$ cat config.mk
export PLATFORM = sky130hd
export DESIGN_NAME = tstc_top
export DESIGN_NICKNAME = d
export VERILOG_FILES = /design/src/inc/tstc_pkg.sv /design/src/hw/tstc_counter.sv /design/src/hw/tstc_top.sv
export VERILOG_INCLUDE_DIRS = /design/src /design/src/inc
export SDC_FILE = /design/constraint.sdc
export NUM_CORES = 1
export LEC_CHECK = 0
export BUFFER_PORTS_ARGS = -buffer_cell sky130_fd_sc_hd__buf_2
export CORE_MARGIN = 1.5
export CORE_UTILIZATION = 40
export CTS_CLUSTER_DIAMETER = 30
export DETAILED_ROUTE_END_ITERATION = 16
export PLACE_DENSITY_LB_ADDON = 0.05
export SLEW_MARGIN = 20
export SYNTH_ARGS = -nofsm -noshare
export SYNTH_HDL_FRONTEND = slang
export SYNTH_SLANG_ARGS = --single-unit
$ cat constraint.sdc
create_clock -name clock -period 3.4 [get_ports clock]
set_clock_uncertainty 0.1 [all_clocks]
set_input_delay 0.68 -clock clock [delete_from_list [all_inputs] [get_ports clock]]
set_output_delay 0.68 -clock clock [all_outputs]
set_load 0.005 [all_outputs]
$ cat src/inc/tstc_cfg.svh
// Constants of the transport system time clock block.
// Assumes inclusion by bare name from the package and the design files.
`ifndef TSTC_CFG_SVH
`define TSTC_CFG_SVH

// Register byte offsets on the AHB-Lite slave
`define TSTC_OFF_INIT_UPPER 8'h00
`define TSTC_OFF_LOW_WORD 8'h04
`define TSTC_OFF_HIGH_WORD 8'h08
`define TSTC_OFF_CTRL 8'h0C
`define TSTC_OFF_W 8

// Field positions
`define TSTC_TOP_BIT 0
`define TSTC_EXT_LSB 1
`define TSTC_EXT_MSB 9
`define TSTC_CTRL_TS_MODE 0

// Reset values
`define TSTC_INIT_RESET 10'h000
`define TSTC_CTRL_RESET 1'h0

// Timing: bus clock and extension rate in MHz, extension count last value
`define TSTC_CLK_MHZ 8'h64
`define TSTC_EXT_MHZ 8'h1B
`define TSTC_EXT_LAST 9'h12B

// AHB transfer type bit that marks an active transfer
`define TSTC_HTRANS_ACTIVE 1

`endif

$ cat src/inc/tstc_pkg.sv
// Types of the transport system time clock block.
// Assumes tstc_cfg.svh is reachable on the include path.
`include "tstc_cfg.svh"

package tstc_pkg;

	// *****************************
	// Carrier types
	// *****************************

	// Full clock value: 33-bit base plus 9-bit extension
	typedef struct packed {
		logic clock_ref_top_bit;
		logic [31:0] base_low;
		logic [8:0] clock_ref_extension;
	} tstc_value_t;

	// Captured AHB-Lite address phase
	typedef struct packed {
		logic active;
		logic write;
		logic [`TSTC_OFF_W-1:0] offset;
	} tstc_bus_req_t;

endpackage : tstc_pkg

$ cat src/hw/tstc_counter.sv
// System time clock counter: 27 MHz timebase, extension modulo 300, 33-bit base.
// Assumes a 100 MHz clock and a one-cycle load pulse from the register block.
`timescale 1ns/1ps
`include "tstc_cfg.svh"

module tstc_counter
	import tstc_pkg::*;
(
	input wire logic clock,
	input wire logic rst,
	input wire logic run,
	input wire logic load,
	input wire tstc_value_t load_value,
	output logic ext_tick,
	output tstc_value_t value
);

	// *****************************
	// 27 MHz timebase
	// *****************************

	logic [7:0] phase;
	logic [7:0] next_phase;

	// Fractional accumulator: 27 ticks per 100 bus clocks
	always_comb
	begin
		next_phase = phase + `TSTC_EXT_MHZ;
	end

	always_ff @(posedge clock)
	begin
		if (rst)
		begin
			phase <= 8'h00;
			ext_tick <= 1'b0;
		end
		else if (next_phase >= `TSTC_CLK_MHZ)
		begin
			phase <= next_phase - `TSTC_CLK_MHZ;
			ext_tick <= 1'b1;
		end
		else
		begin
			phase <= next_phase;
			ext_tick <= 1'b0;
		end
	end

	// *****************************
	// Extension and base count
	// *****************************

	always_ff @(posedge clock)
	begin
		if (rst)
			value <= '0;
		else if (load)
			value <= load_value;
		else if (run && ext_tick)
		begin
			if (value.clock_ref_extension == `TSTC_EXT_LAST)
			begin
				value.clock_ref_extension <= 9'h000;
				// Top bit toggles only on the low-word carry
				{value.clock_ref_top_bit, value.base_low} <=
					{value.clock_ref_top_bit, value.base_low} + 33'h000000001;
			end
			else
				value.clock_ref_extension <= value.clock_ref_extension + 9'h001;
		end
	end

endmodule : tstc_counter

$ cat src/hw/tstc_top.sv
// Transport system time clock with its AHB-Lite register slave.
// Assumes one 100 MHz bus clock, synchronous active-high reset, word accesses.
//
// Decided for this implementation: the register addresses and the AHB-Lite interface to the registers.
`timescale 1ns/1ps
`include "tstc_cfg.svh"

module tstc_top
	import tstc_pkg::*;
(
	input wire logic clock,
	input wire logic rst,
	input wire logic hsel,
	input wire logic [31:0] haddr,
	input wire logic [1:0] htrans,
	input wire logic hwrite,
	input wire logic [2:0] hsize,
	input wire logic [31:0] hwdata,
	input wire logic hready,
	output logic hreadyout,
	output logic hresp,
	output logic [31:0] hrdata
);

	// *****************************
	// Declarations
	// *****************************

	tstc_bus_req_t data_phase;
	tstc_value_t value;
	tstc_value_t load_value;
	logic [9:0] init_upper;
	logic [9:0] next_init_upper;
	logic ts_mode;
	logic next_ts_mode;
	logic addr_take;
	logic write_init;
	logic write_low;
	logic write_ctrl;
	logic load;
	logic ext_tick;

	// Offset match used by write and read decode
	function automatic logic is_offset(input logic [`TSTC_OFF_W-1:0] offset,
		input logic [`TSTC_OFF_W-1:0] target);
		is_offset = (offset == target);
	endfunction : is_offset

	// *****************************
	// AHB-Lite address phase
	// *****************************

	assign hreadyout = 1'b1;
	assign hresp = 1'b0;
	assign addr_take = hsel && htrans[`TSTC_HTRANS_ACTIVE] && hready;

	always_ff @(posedge clock)
	begin
		if (rst)
			data_phase <= '0;
		else if (hready)
		begin
			data_phase.active <= addr_take;
			data_phase.write <= hwrite;
			data_phase.offset <= haddr[`TSTC_OFF_W-1:0];
		end
	end

	// *****************************
	// Write decode
	// *****************************

	assign write_init = data_phase.active && data_phase.write &&
		is_offset(data_phase.offset, `TSTC_OFF_INIT_UPPER);
	assign write_low = data_phase.active && data_phase.write &&
		is_offset(data_phase.offset, `TSTC_OFF_LOW_WORD);
	assign write_ctrl = data_phase.active && data_phase.write &&
		is_offset(data_phase.offset, `TSTC_OFF_CTRL);

	// Load only takes effect in transport stream mode
	assign load = write_low && ts_mode;

	// Forwarded values so a read right after a write sees the new data
	always_comb
	begin
		next_init_upper = init_upper;
		next_ts_mode = ts_mode;
		if (write_init)
			next_init_upper = hwdata[`TSTC_EXT_MSB:`TSTC_TOP_BIT];
		if (write_ctrl)
			next_ts_mode = hwdata[`TSTC_CTRL_TS_MODE];
	end

	// *****************************
	// Registers
	// *****************************

	always_ff @(posedge clock)
	begin
		if (rst)
			init_upper <= `TSTC_INIT_RESET;
		else
			init_upper <= next_init_upper;
	end

	always_ff @(posedge clock)
	begin
		if (rst)
			ts_mode <= `TSTC_CTRL_RESET;
		else
			ts_mode <= next_ts_mode;
	end

	// Low word from the bus, upper part from the init register
	always_comb
	begin
		load_value.base_low = hwdata;
		load_value.clock_ref_top_bit = init_upper[`TSTC_TOP_BIT];
		load_value.clock_ref_extension = init_upper[`TSTC_EXT_MSB:`TSTC_EXT_LSB];
	end

	// *****************************
	// Counter
	// *****************************

	tstc_counter u_counter (
		.clock(clock),
		.rst(rst),
		.run(ts_mode),
		.load(load),
		.load_value(load_value),
		.ext_tick(ext_tick),
		.value(value)
	);

	// *****************************
	// Read data
	// *****************************

	// Sampled at the address phase, presented in the data phase
	always_ff @(posedge clock)
	begin
		if (rst)
			hrdata <= 32'h00000000;
		else if (addr_take && !hwrite)
		begin
			if (is_offset(haddr[`TSTC_OFF_W-1:0], `TSTC_OFF_INIT_UPPER))
				hrdata <= {22'h000000, next_init_upper};
			else if (is_offset(haddr[`TSTC_OFF_W-1:0], `TSTC_OFF_LOW_WORD))
				hrdata <= value.base_low;
			else if (is_offset(haddr[`TSTC_OFF_W-1:0], `TSTC_OFF_HIGH_WORD))
				hrdata <= {22'h000000, value.clock_ref_extension,
					value.clock_ref_top_bit};
			else if (is_offset(haddr[`TSTC_OFF_W-1:0], `TSTC_OFF_CTRL))
				hrdata <= {31'h00000000, next_ts_mode};
			else
				hrdata <= 32'h00000000;
		end
	end

	// *****************************
	// Assertions
	// *****************************

	load_top_bit_a: assert property (@(posedge clock) disable iff (rst)
		load |=> value.clock_ref_top_bit == $past(init_upper[`TSTC_TOP_BIT]))
		else $error("base top bit not loaded from init register");

	load_extension_a: assert property (@(posedge clock) disable iff (rst)
		load |=> value.clock_ref_extension == $past(init_upper[`TSTC_EXT_MSB:`TSTC_EXT_LSB]))
		else $error("extension not loaded from init register");

	low_word_read_a: assert property (@(posedge clock) disable iff (rst)
		(addr_take && !hwrite && haddr[`TSTC_OFF_W-1:0] == `TSTC_OFF_LOW_WORD)
		|=> hrdata == $past(value.base_low))
		else $error("low word read does not show the base count");

	high_word_read_a: assert property (@(posedge clock) disable iff (rst)
		(addr_take && !hwrite && haddr[`TSTC_OFF_W-1:0] == `TSTC_OFF_HIGH_WORD)
		|=> hrdata == {22'h000000, $past(value.clock_ref_extension),
			$past(value.clock_ref_top_bit)})
		else $error("high word read does not show top bit and extension");

	base_step_a: assert property (@(posedge clock) disable iff (rst)
		(!load && !(ts_mode && ext_tick && value.clock_ref_extension == `TSTC_EXT_LAST))
		|=> $stable({value.clock_ref_top_bit, value.base_low}))
		else $error("base count moved without an extension wrap");

	ext_wrap_a: assert property (@(posedge clock) disable iff (rst)
		(!load && ts_mode && ext_tick && value.clock_ref_extension == `TSTC_EXT_LAST)
		|=> value.clock_ref_extension == 9'h000
		&& value.base_low == $past(value.base_low) + 32'h00000001)
		else $error("extension wrap did not advance the base");

	ext_step_a: assert property (@(posedge clock) disable iff (rst)
		(!load && ts_mode && ext_tick && value.clock_ref_extension != `TSTC_EXT_LAST)
		|=> value.clock_ref_extension == $past(value.clock_ref_extension) + 9'h001)
		else $error("extension did not step on the timebase tick");

	tick_spacing_a: assert property (@(posedge clock) disable iff (rst)
		ext_tick |=> !ext_tick ##1 !ext_tick[*1])
		else $error("timebase ticks closer than the 27 MHz spacing");

	top_bit_toggle_a: assert property (@(posedge clock) disable iff (rst)
		(!load && $past(value.base_low) != 32'hFFFFFFFF && !$past(load))
		|-> $stable(value.clock_ref_top_bit))
		else $error("base top bit changed without a low-word wrap");

	ext_range_a: assert property (@(posedge clock) disable iff (rst)
		(!load && value.clock_ref_extension <= `TSTC_EXT_LAST)
		|=> value.clock_ref_extension <= `TSTC_EXT_LAST)
		else $error("extension left its modulo 300 range");

	idle_hold_a: assert property (@(posedge clock) disable iff (rst)
		(!ts_mode && !load) |=> $stable(value))
		else $error("counter moved outside transport stream mode");

endmodule : tstc_top

==> results_tabular.tex <==
\begin{tabular}{lr}
\hline
Metric & Value \\
\hline
\multicolumn{2}{l}{\textbf{STA}} \\
Finish-stage setup viols & 0 \\
Share of the clock period used by the worst path & 78.22\% \\
Setup tns final & 0 ns \\
Hold Vio Cnt, Final & 0 \\
Tightest slew margin relative to the limit & a little over half \\
Measured slew at the worst slew-check pin & slightly below 0.7 ns \\
Post-layout min period & 2.659 ns \\
Worst-case hold slack & roughly 0.37 ns \\
Pins Over Slew Limit & 0 \\
Highest clock rate & 376.0 MHz \\
Final critical-path setup slack & 0.7407 ns \\
Unrepaired setup endpoints after global routing & no \\
\multicolumn{2}{l}{\textbf{Synth}} \\
EDFF count, synth & 0 \\
Async set-reset flop share out of synthesis & 0\% \\
Most common flop cell mapped by yosys & sky130\_fd\_sc\_hd\_\_dfxtp\_1 \\
Syn Area/Cell & a little under 9 µm² \\
Syn Inst Count & 581 \\
Yosys warns & 0 \\
Top cell type by total area after synthesis & sky130\_fd\_sc\_hd\_\_dfxtp\_1 \\
Count of unique library cells instantiated by Yosys & between 50 and 60 \\
Synth top area share & between 40\% and 50\% \\
Total standard cell area after synthesis & approximately 0.0050 mm² \\
Most area-consuming cells after synthesis & sky130\_fd\_sc\_hd\_\_dfxtp\_1 41\%, sky130\_fd\_sc\_hd\_\_nor2\_1 7.3\%, sky130\_fd\_sc\_hd\_\_a211oi\_1 5.2\% \\
Net Count, Synth & 661 \\
Synthesized flop and latch total & 104 \\
Sequential fraction of the synthesis area & 41.27\% \\
\multicolumn{2}{l}{\textbf{Clock network}} \\
TritonCTS clock tree & yes \\
TritonCTS sink count & $\sim$100 \\
Post-CTS setup buffer count & 0 \\
Number of levels in the clock H-tree & 3 \\
Number of gates resized after cts & 0 \\
CTS buffer count & 9 \\
Clock transition at the registers of the reported paths & 0.07 ns \\
Clock Latency Late Sink & 0.36 ns \\
Quantity of hold-fixing buffers added after cts & 0 \\
Clk buf depth & 2 \\
Clock tree root driver cell & sky130\_fd\_sc\_hd\_\_clkbuf\_16 \\
\multicolumn{2}{l}{\textbf{Power}} \\
Lkg Pwr & 2.293 nW \\
Overall power & 2.809 mW \\
Peak supply drop & 352.0 µV \\
Cell area power density & 478.5 mW/mm² \\
\multicolumn{2}{l}{\textbf{Placed design}} \\
GP Congestion & 0.8819 \\
DPL Wire Length & 9282 µm \\
IO Port Bufs & 77 \\
Pre-CTS worst setup slack & 0.6476 ns \\
\multicolumn{2}{l}{\textbf{Worst setup path}} \\
Flop2flop setup slack & 0.74 ns \\
WP data required & 3.57 ns \\
Kind of start point of the critical path & register \\
Crit end category & register \\
Crit Path Class & reg -> reg \\
Crit path max-delay cell type & sky130\_fd\_sc\_hd\_\_or4\_4 \\
Worst EP arrival & $\sim$2.8 ns \\
Worst Path Max Fanout & 12 \\
Gate family responsible for the most delay along the worst path & simple AND/OR/NAND/NOR gates \\
Biggest cell delay along the critical path & 0.56 ns \\
Sequence of cells on the critical path & ha\_1 -> and4bb\_2 -> nand4\_1 -> buf\_4 -> or4\_4 -> or3\_1 -> a311oi\_1 \\
CP Buf/Inv Count & 1 \\
\multicolumn{2}{l}{\textbf{Floorplan}} \\
Die boundary width & $\sim$120 µm \\
Std-Cell Core Area & 0.01216 mm² \\
Die footprint & 0.01330 mm² \\
I/O Pins & 108 \\
Vert. Die Dim & 115.3 µm \\
Cell Rows & 40 \\
Initial Util & 41.48\% \\
\multicolumn{2}{l}{\textbf{Hold path}} \\
Worst min path class & reg -> reg \\
\multicolumn{2}{l}{\textbf{Global routing}} \\
Antenna violations before repair & 0 \\
First-pass GRT wire length & roughly 22,000 µm \\
Global route total overflow & 0 \\
Met1 Resource Use GR & 26.36\% \\
Via count of the first global-routing pass & 4,316 \\
Routing usage on met2 & between 30\% and 40\% \\
Total global routing track utilization & around a fifth \\
Maximum number of pins on one net before global-route repair & 55 \\
Met3 layer usage reported by global route & under 10\% \\
Most used routing layer in global routing & met2 \\
\multicolumn{2}{l}{\textbf{Detailed routing}} \\
Vias & $\sim$4,400 \\
WL per Instance & 16.39 µm \\
Drc violations & 0 \\
Routed wire length & 13,340 µm \\
Number of violations reported at the end of detailed-routing iteration 0 & roughly 240 \\
Router iterations before antenna repair & 4 \\
Number of nets with antenna violations after detailed routing & 0 \\
Via density per instance & 5.391 \\
\multicolumn{2}{l}{\textbf{Layout}} \\
Final standard cell utilization of the core & 48.27\% \\
Most used cells in the layout excluding fill and tap cells & 104 x sky130\_fd\_sc\_hd\_\_dfxtp\_1, 98 x sky130\_fd\_sc\_hd\_\_nor2\_1, 77 x sky130\_fd\_sc\_hd\_\_buf\_2, 35 x sky130\_fd\_sc\_hd\_\_a211oi\_1, 27 x sky130\_fd\_sc\_hd\_\_xnor2\_1 \\
Layout cells sized above 1 & 19.66\% \\
Layout overhead on the synthesized area & 16.37\% \\
Commonest non-fill, non-tap cell in the layout & sky130\_fd\_sc\_hd\_\_dfxtp\_1 \\
Number of inserted diodes & 0 \\
Net count of the finished layout & 721 \\
\multicolumn{2}{l}{\textbf{Run status}} \\
Outcome & completed \\
\multicolumn{2}{l}{\textbf{Run}} \\
Number of max-cap violations & 0 \\
\hline
\end{tabular}
[kinds of logic after synthesis]
family / count (synthesis) / synth area share (%)
AND/OR/NAND/NOR: 241 / 24.90
AO/OA/AOI/OAI: 115 / 16.77
flip-flops: 104 / 41.27
buffers and inverters: 55 / 4.489
XOR/XNOR: 33 / 5.729
multiplexers: 25 / 5.208
adder cells (fa/ha/maj): 6 / 1.488
other: 2 / 0.1489
[cell type report]
class / count / area (µm²)
Clock buffer: 11 / 242.7
Clock inverter: 5 / 56.30
Fill cell: 1209 / 6291
Inverter: 12 / 45.04
Multi-Input combinational cell: 422 / 2736
Sequential cell: 104 / 2082
Tap cell: 168 / 210.2
Timing Repair Buffer: 92 / 498.0
[metal layers]
layer	wire length (µm)	vias to the layer above	share of wire (%)
met1	6306	2044	47
li1	-	2239	-
met5	0	-	0
met2	6264	87	47
met3	566	18	4.2
met4	202	0	1.5
[path summary, 6_finish.rpt]
kind | start | end | cells past startpoint
hold reg to reg | data_phase[9] | data_phase[9] | 2
setup / recovery | u_counter.value[0] | u_counter.value[33] | 7
setup reg to reg | u_counter.value[0] | u_counter.value[33] | 7
hold / removal | data_phase[9] | data_phase[9] | 2
[registers in the layout (all words and copies together), names as in the netlist]
register            cells
data_phase             10
u_counter.phase         8
u_counter.value        42
u_counter.ext_tick      1
init_upper             10
ts_mode                 1
hrdata                 32
[worst register-to-register path, delay by kind of cell (launching register included)]
family / cells / cell delay [ns]
adders and majority gates: 1 / 0.27
DFF: 1 / 0.41
AOI/OAI and AO/OA: 1 / 0.24
and+or+nand+nor: 4 / 1.35
buffers and inverters: 1 / 0.20
[stage by stage]
stage	std cells	cell area [µm²]
final	814	5871
after global routing	814	5871
after CTS	814	5871
after detailed placement	798	5572
after global placement	798	5572
after floorplan	581	5045
[cell usage after synthesis (16+ instances only)]
cell type                  count
sky130_fd_sc_hd__a211oi_1     35
sky130_fd_sc_hd__a22oi_1      22
sky130_fd_sc_hd__clkbuf_1     37
sky130_fd_sc_hd__dfxtp_1     104
sky130_fd_sc_hd__nand2_1      19
sky130_fd_sc_hd__nand3_1      19
sky130_fd_sc_hd__nor2_1       98
sky130_fd_sc_hd__nor4_1       16
sky130_fd_sc_hd__xnor2_1      27
[power by group]
| group | switching [mW] | total (mW) | internal, mW | leakage [nW] |
|---|---|---|---|---|
| sequential | 0.0411 | 1.31 | 1.27 | 0.842 |
| clock | 0.474 | 1.06 | 0.590 | 0.145 |
| combinational | 0.249 | 0.436 | 0.187 | 1.30 |
Power figures use the tool's default switching activity.
